`src/hdl/rac_map.vh`:
```
// Offsets, field masks and reset values of the register bank
`ifndef RAC_MAP_VH
`define RAC_MAP_VH

// ----------------------------------------
// Register offsets
// ----------------------------------------
`define RAC_ADDR_CTRL    3'h0
`define RAC_ADDR_STATUS  3'h1
`define RAC_ADDR_CMD     3'h2
`define RAC_ADDR_DBGCTRL 3'h3
`define RAC_ADDR_FLAGSET 3'h4
`define RAC_ADDR_FLAGCLR 3'h5

// ----------------------------------------
// Field positions
// ----------------------------------------
`define RAC_CTRL_ENABLE_BIT   0
`define RAC_CTRL_MODE_LSB     1
`define RAC_CTRL_MODE_MSB     2
`define RAC_CTRL_PRESC_LSB    4
`define RAC_CTRL_PRESC_MSB    6
`define RAC_STATUS_BUSY_BIT   0
`define RAC_STATUS_STATE_LSB  1
`define RAC_STATUS_STATE_MSB  2
`define RAC_CMD_SWRST_BIT     0
`define RAC_CMD_PULSE_BIT     1
`define RAC_DBG_RUN_BIT       0

// ----------------------------------------
// Implemented-bit masks (others reserved)
// ----------------------------------------
`define RAC_CTRL_MASK    8'h77
`define RAC_STATUS_MASK  8'h07
`define RAC_DBG_MASK     8'h01
`define RAC_FLAG_MASK    8'hff

// ----------------------------------------
// Reserved encodings and reset values
// ----------------------------------------
`define RAC_MODE_RSVD    2'h3
`define RAC_STATE_RSVD   2'h3
`define RAC_STATE_SAFE   2'h0
`define RAC_CTRL_RST     8'h00
`define RAC_DBG_RST      8'h00
`define RAC_FLAG_RST     8'h00

`endif

```
`src/hdl/rac_bank.v`:
```
// Register bank showing the common register access conventions
//
// Behaviour
// - Read/write bits read back the value software last wrote, except that a write of the reserved mode encoding keeps the old mode.
// - Writes to read-only bits are ignored; bits keep hardware value.
// - Write-only bits accept writes; they always read as zero.
// - Reserved bit positions always read as zero.
// - Read-only multi-bit fields never show a reserved encoding.
// - Power reset restores all reset values; soft reset does too, except debug control.
// - Writing one to a clear-alias bit clears the shared bit.
// - Writing one to a set-alias bit sets the shared bit.
// - Both aliases read the same shared value.
// - Same-cycle set and clear on one bit: clear wins.
`include "rac_map.vh"

module rac_bank #(
	parameter DW = 8,
	parameter AW = 3
) (
	// Clock and reset
	input  wire          ref_clk,
	input  wire          srst,
	input  wire          soft_rst,
	// Primary access port
	input  wire          a_wr_en,
	input  wire          a_rd_en,
	input  wire [AW-1:0] a_addr,
	input  wire [DW-1:0] a_wdata,
	output reg  [DW-1:0] a_rdata,
	output reg           a_rd_valid,
	// Secondary write-only port
	input  wire          b_wr_en,
	input  wire [AW-1:0] b_addr,
	input  wire [DW-1:0] b_wdata,
	// Hardware status inputs
	input  wire          hw_busy,
	input  wire [1:0]    hw_state,
	// Control outputs
	output reg           ctrl_enable,
	output reg  [1:0]    ctrl_mode,
	output reg  [2:0]    ctrl_presc,
	output reg           dbg_run,
	output reg  [DW-1:0] flags,
	output reg           cmd_pulse
);

	// ----------------------------------------
	// Address decode
	// ----------------------------------------
	wire          a_wr_ctrl;
	wire          a_wr_cmd;
	wire          a_wr_dbg;
	wire          a_wr_set;
	wire          a_wr_clr;
	wire          b_wr_ctrl;
	wire          b_wr_cmd;
	wire          b_wr_dbg;
	wire          b_wr_set;
	wire          b_wr_clr;

	assign a_wr_ctrl = a_wr_en && (a_addr == `RAC_ADDR_CTRL);
	assign a_wr_cmd  = a_wr_en && (a_addr == `RAC_ADDR_CMD);
	assign a_wr_dbg  = a_wr_en && (a_addr == `RAC_ADDR_DBGCTRL);
	assign a_wr_set  = a_wr_en && (a_addr == `RAC_ADDR_FLAGSET);
	assign a_wr_clr  = a_wr_en && (a_addr == `RAC_ADDR_FLAGCLR);
	assign b_wr_ctrl = b_wr_en && (b_addr == `RAC_ADDR_CTRL);
	assign b_wr_cmd  = b_wr_en && (b_addr == `RAC_ADDR_CMD);
	assign b_wr_dbg  = b_wr_en && (b_addr == `RAC_ADDR_DBGCTRL);
	assign b_wr_set  = b_wr_en && (b_addr == `RAC_ADDR_FLAGSET);
	assign b_wr_clr  = b_wr_en && (b_addr == `RAC_ADDR_FLAGCLR);

	// ----------------------------------------
	// Write data selection, port A first for control and debug, command ORs both ports
	// ----------------------------------------
	wire          wr_ctrl;
	wire          wr_dbg;
	wire [DW-1:0] ctrl_wdata;
	wire [DW-1:0] dbg_wdata;
	wire [DW-1:0] cmd_wdata;
	wire [DW-1:0] a_cmd_part;
	wire [DW-1:0] b_cmd_part;

	assign wr_ctrl    = a_wr_ctrl | b_wr_ctrl;
	assign wr_dbg     = a_wr_dbg | b_wr_dbg;
	assign ctrl_wdata = a_wr_ctrl ? a_wdata : b_wdata;
	assign dbg_wdata  = a_wr_dbg ? a_wdata : b_wdata;
	assign a_cmd_part = a_wr_cmd ? a_wdata : {DW{1'b0}};
	assign b_cmd_part = b_wr_cmd ? b_wdata : {DW{1'b0}};
	assign cmd_wdata  = a_cmd_part | b_cmd_part;

	// ----------------------------------------
	// Soft reset request
	// ----------------------------------------
	wire          cmd_swrst;
	wire          cmd_go;
	wire          clear_all;

	assign cmd_swrst = cmd_wdata[`RAC_CMD_SWRST_BIT];
	assign cmd_go    = cmd_wdata[`RAC_CMD_PULSE_BIT];
	assign clear_all = soft_rst | cmd_swrst;

	// ----------------------------------------
	// Reset values
	// ----------------------------------------
	wire [DW-1:0] ctrl_rst_val;
	wire [DW-1:0] dbg_rst_val;
	wire [DW-1:0] flag_rst_val;
	wire [DW-1:0] flag_keep;
	wire          rst_enable;
	wire [1:0]    rst_mode;
	wire [2:0]    rst_presc;

	assign ctrl_rst_val = `RAC_CTRL_RST;
	assign dbg_rst_val  = `RAC_DBG_RST;
	assign flag_rst_val = `RAC_FLAG_RST;
	assign flag_keep    = `RAC_FLAG_MASK;
	assign rst_enable   = ctrl_rst_val[`RAC_CTRL_ENABLE_BIT];
	assign rst_mode     = ctrl_rst_val[`RAC_CTRL_MODE_MSB:`RAC_CTRL_MODE_LSB];
	assign rst_presc    = ctrl_rst_val[`RAC_CTRL_PRESC_MSB:`RAC_CTRL_PRESC_LSB];

	// ----------------------------------------
	// Control register
	// ----------------------------------------
	wire [1:0]    wr_mode;
	wire          mode_ok;
	reg  [DW-1:0] next_ctrl;

	assign wr_mode = ctrl_wdata[`RAC_CTRL_MODE_MSB:`RAC_CTRL_MODE_LSB];
	// Reserved mode encoding keeps the old mode
	assign mode_ok = (wr_mode != `RAC_MODE_RSVD);

	always @* begin
		next_ctrl = {DW{1'b0}};
		next_ctrl[`RAC_CTRL_ENABLE_BIT] = ctrl_enable;
		next_ctrl[`RAC_CTRL_MODE_MSB:`RAC_CTRL_MODE_LSB] = ctrl_mode;
		next_ctrl[`RAC_CTRL_PRESC_MSB:`RAC_CTRL_PRESC_LSB] = ctrl_presc;
		if (wr_ctrl) begin
			next_ctrl[`RAC_CTRL_ENABLE_BIT] = ctrl_wdata[`RAC_CTRL_ENABLE_BIT];
			next_ctrl[`RAC_CTRL_PRESC_MSB:`RAC_CTRL_PRESC_LSB] =
				ctrl_wdata[`RAC_CTRL_PRESC_MSB:`RAC_CTRL_PRESC_LSB];
			if (mode_ok) begin
				next_ctrl[`RAC_CTRL_MODE_MSB:`RAC_CTRL_MODE_LSB] = wr_mode;
			end
		end
	end

	always @(posedge ref_clk) begin
		if (srst || clear_all) begin
			ctrl_enable <= rst_enable;
		end else begin
			ctrl_enable <= next_ctrl[`RAC_CTRL_ENABLE_BIT];
		end
	end

	always @(posedge ref_clk) begin
		if (srst || clear_all) begin
			ctrl_mode <= rst_mode;
		end else begin
			ctrl_mode <= next_ctrl[`RAC_CTRL_MODE_MSB:`RAC_CTRL_MODE_LSB];
		end
	end

	always @(posedge ref_clk) begin
		if (srst || clear_all) begin
			ctrl_presc <= rst_presc;
		end else begin
			ctrl_presc <= next_ctrl[`RAC_CTRL_PRESC_MSB:`RAC_CTRL_PRESC_LSB];
		end
	end

	// ----------------------------------------
	// Debug control, kept over soft reset
	// ----------------------------------------
	always @(posedge ref_clk) begin
		if (srst) begin
			dbg_run <= dbg_rst_val[`RAC_DBG_RUN_BIT];
		end else if (wr_dbg) begin
			dbg_run <= dbg_wdata[`RAC_DBG_RUN_BIT];
		end
	end

	// ----------------------------------------
	// Set/clear alias pair
	// ----------------------------------------
	wire [DW-1:0] next_flags;
	genvar        fb;

	// One cell per bit, both ports ORed
	generate
		for (fb = 0; fb < DW; fb = fb + 1) begin : g_flag_bit
			wire bit_set;
			wire bit_clr;

			assign bit_set = (a_wr_set & a_wdata[fb]) | (b_wr_set & b_wdata[fb]);
			assign bit_clr = (a_wr_clr & a_wdata[fb]) | (b_wr_clr & b_wdata[fb]);
			// Zero bits leave state alone; clear applied last wins
			assign next_flags[fb] = (flags[fb] | bit_set) & ~bit_clr;
		end
	endgenerate

	always @(posedge ref_clk) begin
		if (srst || clear_all) begin
			flags <= flag_rst_val;
		end else begin
			flags <= next_flags & flag_keep;
		end
	end

	// ----------------------------------------
	// Write-only command strobe
	// ----------------------------------------
	always @(posedge ref_clk) begin
		if (srst) begin
			cmd_pulse <= 1'b0;
		end else begin
			// No pulse when the same write also resets
			cmd_pulse <= cmd_go && !clear_all;
		end
	end

	// ----------------------------------------
	// Read-only status
	// ----------------------------------------
	reg  [1:0]    state_safe;

	always @* begin
		// Reserved state code is never shown
		if (hw_state == `RAC_STATE_RSVD) begin
			state_safe = `RAC_STATE_SAFE;
		end else begin
			state_safe = hw_state;
		end
	end

	// ----------------------------------------
	// Read multiplexer
	// ----------------------------------------
	reg  [DW-1:0] rd_mux;

	always @* begin
		rd_mux = {DW{1'b0}};
		case (a_addr)
			`RAC_ADDR_CTRL: begin
				rd_mux[`RAC_CTRL_ENABLE_BIT] = ctrl_enable;
				rd_mux[`RAC_CTRL_MODE_MSB:`RAC_CTRL_MODE_LSB] = ctrl_mode;
				rd_mux[`RAC_CTRL_PRESC_MSB:`RAC_CTRL_PRESC_LSB] = ctrl_presc;
			end
			`RAC_ADDR_STATUS: begin
				// Writes here decode to nothing
				rd_mux[`RAC_STATUS_BUSY_BIT] = hw_busy;
				rd_mux[`RAC_STATUS_STATE_MSB:`RAC_STATUS_STATE_LSB] = state_safe;
			end
			`RAC_ADDR_CMD: begin
				rd_mux = {DW{1'b0}};
			end
			`RAC_ADDR_DBGCTRL: begin
				rd_mux[`RAC_DBG_RUN_BIT] = dbg_run;
			end
			`RAC_ADDR_FLAGSET: begin
				rd_mux = flags;
			end
			`RAC_ADDR_FLAGCLR: begin
				rd_mux = flags;
			end
			default: begin
				rd_mux = {DW{1'b0}};
			end
		endcase
	end

	// ----------------------------------------
	// Read data register
	// ----------------------------------------
	// Reserved and write-only bits masked to zero
	reg  [DW-1:0] rd_keep;

	always @* begin
		case (a_addr)
			`RAC_ADDR_CTRL:    rd_keep = `RAC_CTRL_MASK;
			`RAC_ADDR_STATUS:  rd_keep = `RAC_STATUS_MASK;
			`RAC_ADDR_CMD:     rd_keep = {DW{1'b0}};
			`RAC_ADDR_DBGCTRL: rd_keep = `RAC_DBG_MASK;
			`RAC_ADDR_FLAGSET: rd_keep = `RAC_FLAG_MASK;
			`RAC_ADDR_FLAGCLR: rd_keep = `RAC_FLAG_MASK;
			default:           rd_keep = {DW{1'b0}};
		endcase
	end

	always @(posedge ref_clk) begin
		if (srst) begin
			a_rdata    <= {DW{1'b0}};
			a_rd_valid <= 1'b0;
		end else begin
			a_rd_valid <= a_rd_en;
			if (a_rd_en) begin
				a_rdata <= rd_mux & rd_keep;
			end
		end
	end

endmodule // rac_bank

```
`config.mk`:
```
export PLATFORM = sky130hd
export DESIGN_NAME = rac_bank
export DESIGN_NICKNAME = d
export VERILOG_FILES = /design/src/hdl/rac_bank.v
export VERILOG_INCLUDE_DIRS = /design/src /design/src/hdl
export SDC_FILE = /design/constraint.sdc
export NUM_CORES = 1
export LEC_CHECK = 0
export ABC_AREA = 1
export BUFFER_PORTS_ARGS = -buffer_cell sky130_fd_sc_hd__clkbuf_2
export CAP_MARGIN = 40
export CELL_PAD_IN_SITES_DETAIL_PLACEMENT = 0
export CELL_PAD_IN_SITES_GLOBAL_PLACEMENT = 1
export CORE_ASPECT_RATIO = 0.6
export CORE_MARGIN = 3
export CORE_UTILIZATION = 34
export DETAILED_ROUTE_END_ITERATION = 8
export PLACE_DENSITY = 0.84
export SYNTH_ARGS = -nofsm -noshare
export SYNTH_HDL_FRONTEND = slang
export SYNTH_SLANG_ARGS = --single-unit
```
`constraint.sdc`:
```
create_clock -name ref_clk -period 2.6 [get_ports ref_clk]
set_clock_uncertainty 0.05 [all_clocks]
set_input_delay 0.26 -clock ref_clk [delete_from_list [all_inputs] [get_ports ref_clk]]
set_output_delay 0.26 -clock ref_clk [all_outputs]
set_load 0.02 [all_outputs]
```
-- After elaboration in Yosys (flattened, before gate mapping)
Index checks and enable logic that the tools add are counted.
Widths: inputs -> output; s select.
- input bits: 31
- register bits: 25
- output and inout port bits: 25
- word-level logic and storage cells: 124
- multiplexer cells: 11
- reduce and logical (&&, ||, !) cells: 17
- equality and inequality tests: 11
- bitwise logic cells: 77
- operators with widths (cell ; count):
    $and 1x1->1 ; 40
    $pmux 8 s4 ; 1
    $or 1x1->1 ; 27
    $eq 3x2->1 const B ; 4
    $eq 3x3->1 const B ; 4
    $logic_and 1x1->1 ; 11
    $and 8x8->8 ; 1
    $not 1->1 ; 8
    $mux 7 ; 1
    $logic_not 3->1 ; 2
    $mux 2 ; 3
    $pmux 2 s3 ; 1
    $pmux 3 s2 ; 1
    $pmux 1 s4 ; 1
    $eq 3x1->1 const B ; 1
    $mux 1 ; 3
    $eq 2x2->1 const B ; 1
    $ne 2x2->1 const B ; 1
    $or 2x2->2 ; 1
    $reduce_and 2->1 ; 1
    $reduce_or 2->1 ; 1
    $logic_not 1->1 ; 1
    $logic_or 1x1->1 ; 1

-- Depth between registers and ports, before layout
Gate-level depths: netlist (run 1).
- depth in word-level cells: 7
- gate-level depth with buffers: 9
- gate-level depth less buffers: 8

-- Worst setup path before layout (run 1)
Ideal clock, no wire load.
- kind: input port to flip-flop
- start: in a_addr[0]
- end: reg ctrl_mode[0]
- data arrival time: 0.983 ns
- stages on the path: 7
- slack: 1.452 ns
- required time: 2.435 ns
- setup time: 0.115 ns
- buffers on the path: 1
- path through: buf_4 > nor2_4 > nand2_2 > nor2_4 > nand2_1 > a21oi_1 > nor2_1
- longest elaborated chain between the ends: 6
- elaborated cells between the ends (all ways): 12
- classes of those cells: eq/ne: 2; mux: 2; bitwise: 3; reduce/logical: 5
- ends and longest elaborated chain (item ; RTL line ; source):
    start, declared ; rac_bank.v:27 ; input wire [AW-1:0] a_addr,
    $eq 3x2->1 (no source line) ; n/a ;
    $logic_and 1x1->1 ; rac_bank.v:62 ; assign a_wr_cmd = a_wr_en && (a_addr == `RAC_ADDR_CMD);
    $mux 2 ; rac_bank.v:87 ; assign a_cmd_part = a_wr_cmd ? a_wdata : {DW{1'b0}};
    $or 2x2->2 ; rac_bank.v:89 ; assign cmd_wdata = a_cmd_part | b_cmd_part;
    $or 1x1->1 ; rac_bank.v:100 ; assign clear_all = soft_rst | cmd_swrst;
    $logic_or 1x1->1 ; rac_bank.v:156 ; if (srst || clear_all) begin
    end signal, assigned ; rac_bank.v:157 ; ctrl_mode <= rst_mode;
    end signal, assigned ; rac_bank.v:159 ; ctrl_mode <= next_ctrl[`RAC_CTRL_MODE_MSB:`RAC_CTRL_MODE_LSB];
    end, declared ; rac_bank.v:40 ; output reg [1:0] ctrl_mode,
Several ways; a longest one is shown, not always the timed one.
A chain may end at the register's enable or synchronous reset.

-- Final worst setup path (run 1)
- start: reg flags[7]
- end: out flags[7]
- RTL lines (item ; RTL line ; source):
    start, declared ; rac_bank.v:43 ; output reg [DW-1:0] flags,
    start signal, assigned ; rac_bank.v:203 ; flags <= flag_rst_val;
    start signal, assigned ; rac_bank.v:205 ; flags <= next_flags & flag_keep;
No word-level cell between the ends.

==> impl_metrics.py, run 1 <==
metrics = {
    "setup_path": {
        "cp_top_family": "flip-flops",
        "worst_path_largest_cell_delay_ps": 430,
        "crit_end": "flags[7]",
        "cp_cell_sequence": "clkbuf_2",
        "r2r_cells": 4,
        "critPathRequiredTime_ps": 2290,
        "path_buf_inv": 1,
        "crit_path_max_fanout": 3,
        "crit_cells": 1,
        "crit_type": "reg2out",
        "crit_path_end_kind": "output port",
        "critPathLaunch": "flags[7]$_SDFF_PP0_",
        "arrival_ps": 910,
        "rr_startpoint": "ctrl_mode[1]$_SDFFE_PP0P_",
        "reg2reg_slack_ps": 1720,
        "worstSetupStartpointType": "flip-flop",
        "worst_path_max_delay_cell": "dfxtp_1",
        "worstReg2RegEnd": "a_rdata[2]$_SDFFE_PP0P_",
    },
    "synthesis": {
        "synth.avg_cell_area_um2": 6.240,
        "yosys_register_bits": 25,
        "netlist_area_um2": 1441,
        "seq_area_frac_synth": 0.3472,
        "synth_top_cell_area_share": 0.3472,
        "syn_inst": 231,
        "synth_nets": 262,
        "ys_warn_count": 0,
        "yosys.area.top_type": "dfxtp_1",
        "ys_top_cells_by_area": "dfxtp_1 35%, nand2_1 19%, inv_1 8.1%",
        "synthDistinctLibCells": 22,
    },
    "cts": {
        "htreeDepth": 1,
        "hold_buffers": 0,
        "tritoncts": "yes",
        "cts_root_buffer": "clkbuf_8",
        "cts-resized-gates": 0,
        "clkTransAtPathRegs_ps": 90,
        "cts_num_sinks": 25,
        "ctsLongestPathBuffers": 2,
        "cts_buffers": 3,
        "clk_latency_ps": 270,
        "post_cts_buffers": 0,
    },
    "route": {
        "dr_total_vias": 1576,
        "drtIter0Drc": 70,
        "drcViolationCount": 0,
        "routedWlPerCell_um": 12.27,
        "finalWirelength_um": 4222,
        "vias_per_cell": 4.581,
        "ant_nets": 0,
        "drtPass1Iterations": 4,
    },
    "die": {
        "dieArea_um2": 5082,
        "row_count": 17,
        "start_util": 0.3723,
        "core-area_um2": 3871,
        "fp.dieW_um": 90.06,
        "io_pins": 56,
        "die_y_um": 56.44,
    },
    "timing": {
        "hold_ws_ps": 208.1,
        "min_period_over_period": 0.4683,
        "post-route-min-period_ps": 1218,
        "finalSetupTns_ps": 0,
        "drv_slew": 0,
        "slew_headroom": 0.7296,
        "setup_viol": 0,
        "fmax_ghz": 0.8212,
        "rsz0062_at_grt": "false",
        "tightest_slew_ps": 404.3,
        "hold_viol": 0,
    },
    "min_path": {
        "hold_class": "in2reg",
    },
    "layout": {
        "syn_to_final_growth_pct": 25.61,
        "final_nets": 319,
        "drive_above_1_share": 0.2613,
        "antennaDiodeCount": 0,
        "fill_cells": 448,
        "final_area_um2": 1810,
    },
    "power_and_ir_drop": {
        "internal-power_uw": 543.9,
        "power_density_nw_per_um2": 421.8,
        "p_sw_frac": 0.2878,
        "clkPwrFrac": 0.304,
        "seqPwrFrac": 0.520,
        "combPwrFrac": 0.175,
        "p_switching_uw": 219.8,
        "p_leak_nw": 0.8714,
        "vdd_drop_max_mv": 0.1302,
    },
    "global_routing": {
        "grt_pass1_vias": 1450,
        "track_usage": 0.1726,
        "gr-total-overflow": 0,
        "antenna_found_initial": 0,
        "grt_max_degree": 15,
        "grt_pass1_wl_um": 7065,
    },
    "placement": {
        "io_buffers": 55,
        "place_congestion": 0.7877,
        "hpwl_um": 3351,
        "placed_area_um2": 1764,
    },
    "run": {
        "cap_viol_max_count": 0,
    },
    "run_status": {
        "outcome": "finished, final reports clean",
    },
}
[cell usage in the layout (no fill, tap or decap)]
master / Yosys / routed
clkbuf_2: 0 / 55
nor2_2: 4 / 4
o211ai_1: 2 / 2
nand3_2: 1 / 1
nand4_1: 4 / 4
nand3_1: 14 / 14
a21oi_1: 8 / 8
clkbuf_8: 0 / 3
nor2_1: 30 / 30
clkinv_2: 0 / 1
nor3_4: 2 / 2
inv_2: 3 / 3
nor2_4: 3 / 3
nand2_2: 3 / 3
o21ai_0: 20 / 20
a31oi_1: 3 / 3
nand2_1: 72 / 72
inv_1: 31 / 31
nand3b_1: 1 / 1
nor3_1: 1 / 1
dfxtp_1: 25 / 25
o21ai_1: 1 / 1
[per-layer routing]
metal | GRT usage | up-vias | share of wire
met1 | 0.2569 | 679 | 0.55
met4 | 0.03268 | 0 | 0
met5 | 0 | - | 0
met2 | 0.2463 | 58 | 0.37
met3 | 0.04819 | 0 | 0.081
li1 | - | 839 | -
[cells by family (layout without fill, tap and decap cells)]
group / after synthesis / after routing / synth area share
compound gates: 34 / 34 / 0.1241
buf+inv: 37 / 93 / 0.1050
flops: 25 / 25 / 0.3472
simple gates: 135 / 135 / 0.4236
[worst min-delay path by stage]
stage / start / end / depth (start not counted)
2_1_floorplan: srst / a_rdata[0]$_SDFFE_PP0P_ / 1
3_3_place_gp: a_rdata[0]$_SDFFE_PP0P_ / a_rdata[0]$_SDFFE_PP0P_ / 2
3_5_place_dp: a_rdata[0]$_SDFFE_PP0P_ / a_rdata[0]$_SDFFE_PP0P_ / 2
4_1_cts: srst / a_rdata[2]$_SDFFE_PP0P_ / 2
5_1_grt: srst / a_rdata[1]$_SDFFE_PP0P_ / 2
6_report: srst / a_rdata[1]$_SDFFE_PP0P_ / 2
[cell type report]
| class | instances | area [um2] | share of cell area |
|---|---|---|---|
| Clock buffer | 3 | 41.29 | 0.02281 |
| Clock inverter | 1 | 5.005 | 0.002764 |
| Inverter | 34 | 127.6 | 0.07049 |
| Multi-Input combinational cell | 169 | 789.5 | 0.4361 |
| Sequential cell | 25 | 500.5 | 0.2764 |
| Tap cell | 57 | 71.32 | 0.03939 |
| Timing Repair Buffer | 55 | 275.3 | 0.1520 |
[registers in the layout, indices dropped and copies added (netlist names)]
| signal | count |
|---|---|
| ctrl_mode | 2 |
| a_rd_valid | 1 |
| flags | 8 |
| a_rdata | 8 |
| ctrl_presc | 3 |
| ctrl_enable | 1 |
| cmd_pulse | 1 |
| dbg_run | 1 |
[cell usage after synthesis (all sizes together)]
master	count
dfxtp	25
o21ai	21
nand3	15
nand3b	1
a21oi	8
a31oi	3
nor3	3
nor2	37
nand4	4
o211ai	2
inv	34
buf	3
nand2	75
[per-stage QoR]
step | power [mW] | utilization | std cells | worst slack (ps)
global route | 0.8078 | 0.4677 | 344 | 1351
CTS | 0.7738 | 0.4677 | 344 | 1382
global placement | 0.5399 | 0.4557 | 340 | 1239
finish | 0.7637 | 0.4677 | 344 | 1382
detailed placement | 0.5400 | 0.4557 | 340 | 1253
floorplan | 0.4835 | - | 231 | 1452
[power groups by stage]
stage / Sequential [mW] / Combinational, mW / Clock [mW]
finish: 0.397 / 0.134 / 0.232
global route: 0.399 / 0.151 / 0.258
CTS: 0.397 / 0.134 / 0.242
detailed placement: 0.406 / 0.134 / 0
global placement: 0.406 / 0.134 / 0
floorplan: 0.415 / 0.0683 / 0
Power figures use the tool's default switching activity.
==> run 2: changes to the inputs <==
Settings changed: ABC_AREA 1 to 0, CORE_UTILIZATION 34 to 33, PLACE_DENSITY 0.84 to 0.79.
Clock period 2.6 ns to 1.2 ns, I/O delays scaled along.
==> run 2 against run 1 <==
Sequential share of layout area increased by 0.19 points. Critical path depth increased by 6. Non-clock buffer count increased by 26. First-iteration DRC count decreased by 37%. Count of clock-buffer cells in the layout unchanged. Critical endpoint is now flags[5]$_SDFF_PP0_. Final cell count decreased by 24%. Combinational power increased by 130%.
==> impl_metrics.py, run 2 <==
metrics = {
    "run_status": {
        "outcome": "finished, final reports clean",
    },
    "layout": {
        "final_nets": 248,
        "mostFrequentLayoutCells": "55 x clkbuf_2, 25 x dfxtp_1, 25 x buf_4, 12 x nor2_1, 11 x nand2_1",
        "drive_above_1_share": 0.4213,
        "antennaDiodeCount": 0,
        "multi_input_area_um2": 708.2,
        "fill_cells": 340,
        "top_regs": "a_rdata: 8 flops, flags: 8 flops, ctrl_presc: 3 flops",
        "register_area_um2": 500.5,
        "final_area_um2": 1798,
        "syn_to_final_growth_pct": 45.00,
        "mostFrequentLayoutCell": "clkbuf_2",
    },
    "placement": {
        "io_buffers": 55,
        "hpwl_um": 3317,
        "dp_slack_ps": -241.9,
        "place_congestion": 0.8191,
        "placed_area_um2": 1738,
    },
    "timing": {
        "tightest_slew_ps": 493.3,
        "hold_ws_ps": 64.00,
        "timing.final.ws_setup_ps": 58.49,
        "slew_headroom": 0.6704,
        "drv_slew": 0,
        "post-route-min-period_ps": 1142,
        "min_period_over_period": 0.9513,
        "fmax_ghz": 0.8760,
        "rsz0062_at_grt": "true",
        "hold_viol": 0,
        "setup_viol": 0,
    },
    "global_routing": {
        "gr-total-overflow": 0,
        "grt_pass1_vias": 1405,
        "grt_max_degree": 15,
        "track_usage": 0.1801,
        "grt_pass1_wl_um": 6403,
        "antenna_found_initial": 0,
    },
    "cts": {
        "tritoncts": "yes",
        "clk_latency_ps": 270,
        "cts_num_sinks": 25,
        "htreeDepth": 1,
        "ctsLongestPathBuffers": 2,
        "cts_buffers": 3,
        "post_cts_buffers": 0,
        "clkTransAtPathRegs_ps": 90,
        "cts_root_buffer": "clkbuf_8",
    },
    "power_and_ir_drop": {
        "p_sw_frac": 0.2665,
        "combPwrFrac": 0.182,
        "vdd_drop_max_mv": 0.3686,
        "power_density_nw_per_um2": 922.9,
        "p_switching_uw": 442.2,
        "p_leak_nw": 0.7803,
        "seqPwrFrac": 0.514,
        "internal-power_mw": 1.217,
        "clkPwrFrac": 0.304,
        "total_power_mw": 1.659,
    },
    "setup_path": {
        "critPathRequiredTime_ps": 1310,
        "crit_path_end_kind": "flip-flop",
        "reg2reg_slack_ps": 230,
        "arrival_ps": 1250,
        "worstSetupStartpointType": "primary input",
        "worstReg2RegEnd": "a_rdata[0]$_SDFFE_PP0P_",
        "r2r_cells": 4,
        "crit_path_max_fanout": 10,
        "rr_startpoint": "flags[0]$_SDFF_PP0_",
        "crit_type": "in2reg",
    },
    "synthesis": {
        "synth_top_cell_area_share": 0.4036,
        "syn_inst": 138,
        "ys_warn_count": 0,
        "synth_edf_count": 0,
        "synth_top_family_by_area": "compound AO/OA/AOI/OAI gates",
        "yosys.area.top_type": "dfxtp_1",
        "yosys_register_bits": 25,
        "synth_nets": 169,
        "seq_area_frac_synth": 0.4036,
        "synthDistinctLibCells": 34,
        "ys_top_cells_by_area": "dfxtp_1 40%, mux2i_1 6.5%, a221oi_1 6.4%",
        "netlist_area_um2": 1240,
        "synth.avg_cell_area_um2": 8.985,
        "synth_compound_area_frac": 0.2593,
        "synth_simple_gate_area_frac": 0.2291,
        "synthXorXnorAreaFrac": 0,
        "synth_common_cells": "25 x dfxtp_1, 12 x nand2_1, 12 x nor2_1",
        "synth.most_common_cell": "dfxtp_1",
        "synth_ff_type": "dfxtp_1",
        "synth_fa_ha_area_frac": 0,
        "async_flop_share": 0,
        "muxShareOfSynthArea": 0.06458,
    },
    "route": {
        "drtIter0Drc": 44,
        "drcViolationCount": 0,
        "routedWlPerCell_um": 15.75,
        "vias_per_cell": 5.429,
        "ant_nets": 0,
        "drtPass1Iterations": 5,
        "dr_total_vias": 1417,
        "finalWirelength_um": 4111,
    },
    "die": {
        "fp.dieW_um": 85.14,
        "dieArea_um2": 4553,
        "start_util": 0.3622,
        "core-area_um2": 3423,
        "row_count": 16,
        "die_y_um": 53.48,
        "io_pins": 56,
    },
    "run": {
        "cap_viol_max_count": 0,
    },
    "min_path": {
        "worstHoldStart": "soft_rst",
        "whs_path_depth": 3,
        "hold_class": "in2reg",
        "min_to": "ctrl_mode[0]$_SDFFE_PP0P_",
    },
}
==> run 2: cell types whose count changed in the layout (fill, tap and decap cells not counted), moves of 5 or more <==
cell	delta
a22o_1	+8
a221oi_1	+9
mux2i_1	+8
nor2_1	-18
inv_1	-27
a21oi_1	-6
nor3_1	+9
a211oi_1	+5
o21ai_0	-15
buf_4	+25
nand3_1	-12
nand2_1	-61
==> run 2: power groups by stage <==
stage / logic [mW] / clock network [mW] / registers, mW
6_report: 0.302 / 0.505 / 0.852
5_1_grt: 0.325 / 0.545 / 0.855
4_1_cts: 0.295 / 0.522 / 0.853
3_5_place_dp: 0.294 / 0 / 0.872
3_3_place_gp: 0.282 / 0 / 0.871
2_1_floorplan: 0.104 / 0 / 0.886
==> run 2: worst max-delay path, cell delays in order <==
cell and delay [ps]:
clkbuf_2 130, nor4bb_1 390, buf_4 200, a211oi_2 70, nand2_1 90, buf_4 180
nor3_1 70
==> run 2: area by class of cell <==
class	count	area share
clock buffer	3	0.02296
clock inverter	1	0.002784
inverter	5	0.01044
multi-input combinational	101	0.3939
sequential	25	0.2784
tap	45	0.03132
timing repair buffer	81	0.2603
==> run 2: worst max path at each step <==
| stage | from | end | slack, ps | cells past startpoint |
|---|---|---|---|---|
| after floorplan | a_addr[1] | ctrl_mode[0]$_SDFFE_PP0P_ | -100 | 4 |
| after global placement | b_addr[2] | flags[6]$_SDFF_PP0_ | -310 | 5 |
| after detailed placement | a_wr_en | flags[5]$_SDFF_PP0_ | -240 | 7 |
| after CTS | a_wr_en | flags[5]$_SDFF_PP0_ | 40 | 7 |
| after global routing | a_addr[2] | flags[7]$_SDFF_PP0_ | -10 | 7 |
| final | a_addr[2] | flags[5]$_SDFF_PP0_ | 60 | 7 |
==> run 2: routing by layer <==
| layer | wire length [um] | vias up | track usage |
|---|---|---|---|
| met1 | 1932 | 649 | 0.2288 |
| met5 | 0 | - | 0 |
| met3 | 361 | 6 | 0.06065 |
| li1 | - | 687 | - |
| met2 | 1792 | 75 | 0.2990 |
| met4 | 25 | 0 | 0.03684 |
==> run 2: cells by family (layout without fill, tap and decap cells) <==
family / count (synthesis) / in the layout
DFF: 25 / 25
and+or+nand+nor: 52 / 52
buffers and inverters: 12 / 90
AOI/OAI and AO/OA: 41 / 41
muxes: 8 / 8
==> run 2: repair_timing <==
action,in CTS,in global routing
endpoints found under the setup margin,0,14
hold buffers,0,0
resized for setup,0,3
==> run 2: through the flow <==
| step | utilization | cells | setup TNS (ps) |
|---|---|---|---|
| 2_1_floorplan | - | 138 | -199.4 |
| 3_3_place_gp | 0.5062 | 256 | -3854 |
| 3_5_place_dp | 0.5077 | 257 | -3291 |
| 4_1_cts | 0.5212 | 261 | 0 |
| 5_1_grt | 0.5252 | 261 | -15.38 |
| 6_report | 0.5252 | 261 | 0 |
==> run 3: changes to the inputs <==
Settings changed: CELL_PAD_IN_SITES_DETAIL_PLACEMENT 0 to 1, CELL_PAD_IN_SITES_GLOBAL_PLACEMENT 1 to 2, CORE_UTILIZATION 33 to 25, CTS_CLUSTER_SIZE set to 16, HOLD_SLACK_MARGIN set to 0.02, PLACE_DENSITY 0.79 to 0.77.
==> run 3 against run 2 <==
Utilization fell by 13 points. Sequential share of layout area fell by 1.0 points. Sequential power barely moved. Final area rose by 3.8%. Final cell count rose by 7.3%. Largest cell class unchanged. Critical endpoint is now ctrl_mode[0]$_SDFFE_PP0P_.
==> impl_metrics.py, run 3 (same netlist as run 2, synthesis figures left out) <==
metrics = {
    "route": {
        "ant_nets": 0,
        "routedWlPerCell_um": 17.29,
        "drtIter0Drc": 37,
        "dr_total_vias": 1465,
        "finalWirelength_um": 4840,
        "vias_per_cell": 5.232,
        "drcViolationCount": 0,
        "drtPass1Iterations": 4,
    },
    "timing": {
        "setup_viol": 0,
        "min_period_over_period": 0.9888,
        "post-route-min-period_ps": 1187,
        "slew_headroom": 0.7829,
        "tightest_slew_ps": 324.4,
        "timing.final.ws_setup_ps": 13.39,
        "fmax_ghz": 0.8427,
        "finalSetupTns_ps": 0,
        "hold_viol": 0,
        "drv_slew": 0,
    },
    "setup_path": {
        "crit_end": "ctrl_mode[0]$_SDFFE_PP0P_",
        "reg2reg_slack_ps": 170,
        "critPathLaunch": "a_addr[1]",
        "crit_path_end_kind": "flip-flop",
        "arrival_ps": 1310,
        "r2r_cells": 4,
        "worstSetupStartpointType": "primary input",
        "crit_type": "in2reg",
        "rr_startpoint": "dbg_run$_SDFFE_PP0P_",
        "critPathRequiredTime_ps": 1320,
        "crit_path_max_fanout": 5,
        "worstReg2RegEnd": "a_rdata[0]$_SDFFE_PP0P_",
    },
    "cts": {
        "clk_latency_ps": 280,
        "tritoncts": "yes",
        "post_cts_buffers": 0,
        "clkTransAtPathRegs_ps": 90,
        "cts_root_buffer": "clkbuf_8",
        "cts_buffers": 3,
        "cts_num_sinks": 25,
        "ctsLongestPathBuffers": 2,
        "hold_buffers": 0,
        "htreeDepth": 1,
    },
    "min_path": {
        "hold_class": "in2reg",
    },
    "die": {
        "die_y_um": 60.55,
        "core-area_um2": 4683,
        "io_pins": 56,
        "start_util": 0.2648,
        "row_count": 19,
        "fp.dieW_um": 96.92,
        "dieArea_um2": 5869,
    },
    "global_routing": {
        "grt_pass1_wl_um": 7872,
        "gr-total-overflow": 0,
        "grt_max_degree": 16,
        "grt_pass1_vias": 1513,
        "antenna_found_initial": 0,
        "track_usage": 0.1704,
    },
    "run_status": {
        "outcome": "finished, final reports clean",
    },
    "power_and_ir_drop": {
        "total_power_mw": 1.702,
        "power_density_nw_per_um2": 912.4,
        "vdd_drop_max_mv": 0.3651,
        "p_leak_nw": 0.7883,
    },
    "run": {
        "cap_viol_max_count": 0,
    },
    "placement": {
        "dp_slack_ps": -353.8,
        "hpwl_um": 4076,
        "io_buffers": 55,
        "placed_area_um2": 1780,
        "place_congestion": 0.7865,
    },
    "layout": {
        "mostFrequentLayoutCell": "clkbuf_2",
        "syn_to_final_growth_pct": 50.45,
        "fill_cells": 575,
        "top_regs": "a_rdata: 8 flops, flags: 8 flops, ctrl_presc: 3 flops",
        "drive_above_1_share": 0.4378,
        "mostFrequentLayoutCells": "55 x clkbuf_2, 25 x dfxtp_1, 25 x buf_4, 12 x nor2_1, 11 x nand2_1",
        "final_nets": 249,
        "finish.utilization": 0.3983,
        "antennaDiodeCount": 0,
        "final_area_um2": 1866,
    },
}
run 3: routing by layer:
layer  vias up  wire length, um  GRT usage
met5         -                0          0
met4         0               16    0.01600
met3         3              271    0.05052
met2        42             2267     0.3029
met1       729             2285     0.2177
li1        691                -          -
run 3: worst min path at each step:
| stage | start | to | slack, ps | cells after the start |
|---|---|---|---|---|
| 6_report | a_wdata[1] | cmd_pulse$_SDFF_PP0_ | 100 | 3 |
| 5_1_grt | a_wdata[1] | cmd_pulse$_SDFF_PP0_ | 100 | 3 |
| 4_1_cts | a_wdata[4] | ctrl_presc[0]$_SDFFE_PP0P_ | 90 | 3 |
| 3_5_place_dp | a_wdata[1] | cmd_pulse$_SDFF_PP0_ | 380 | 3 |
| 3_3_place_gp | b_wdata[3] | flags[3]$_SDFF_PP0_ | 380 | 3 |
| 2_1_floorplan | a_rd_en | a_rdata[2]$_SDFFE_PP0P_ | 190 | 1 |
run 3: layout make-up:
type / instances / area [um2] / area share
clock buffer: 3 / 41.29 / 0.02213
inverter: 5 / 18.77 / 0.01006
sequential: 25 / 500.5 / 0.2683
tap: 63 / 78.83 / 0.04225
multi-input combinational: 101 / 730.7 / 0.3917
timing repair buffer: 82 / 488.0 / 0.2616
clock inverter: 1 / 7.507 / 0.004024
run 3: worst max-delay path, cell delays in order:
cell      delay [ps]
clkbuf_2         130
or4b_4           590
nand2_2           90
o22ai_1          110
o2111a_1         260
run 3: metrics by stage:
stage | instances | hold slack [ps]
global placement | 275 | 375.0
global route | 280 | 102.2
CTS | 280 | 91.82
detailed placement | 276 | 384.7
finish | 280 | 95.64
floorplan | 138 | 190.0
run 3: power breakdown:
part	switching, mW	internal [mW]
clock network	0.294	0.236
logic	0.172	0.147
registers	0.0104	0.843
run 3: what timing repair did:
| action | CTS | global route |
|---|---|---|
| endpoints found under the hold margin | 0 | 0 |
| pin swaps | 0 | 0 |
| resized for setup | 2 | 5 |
| setup endpoints to repair | 10 | 11 |
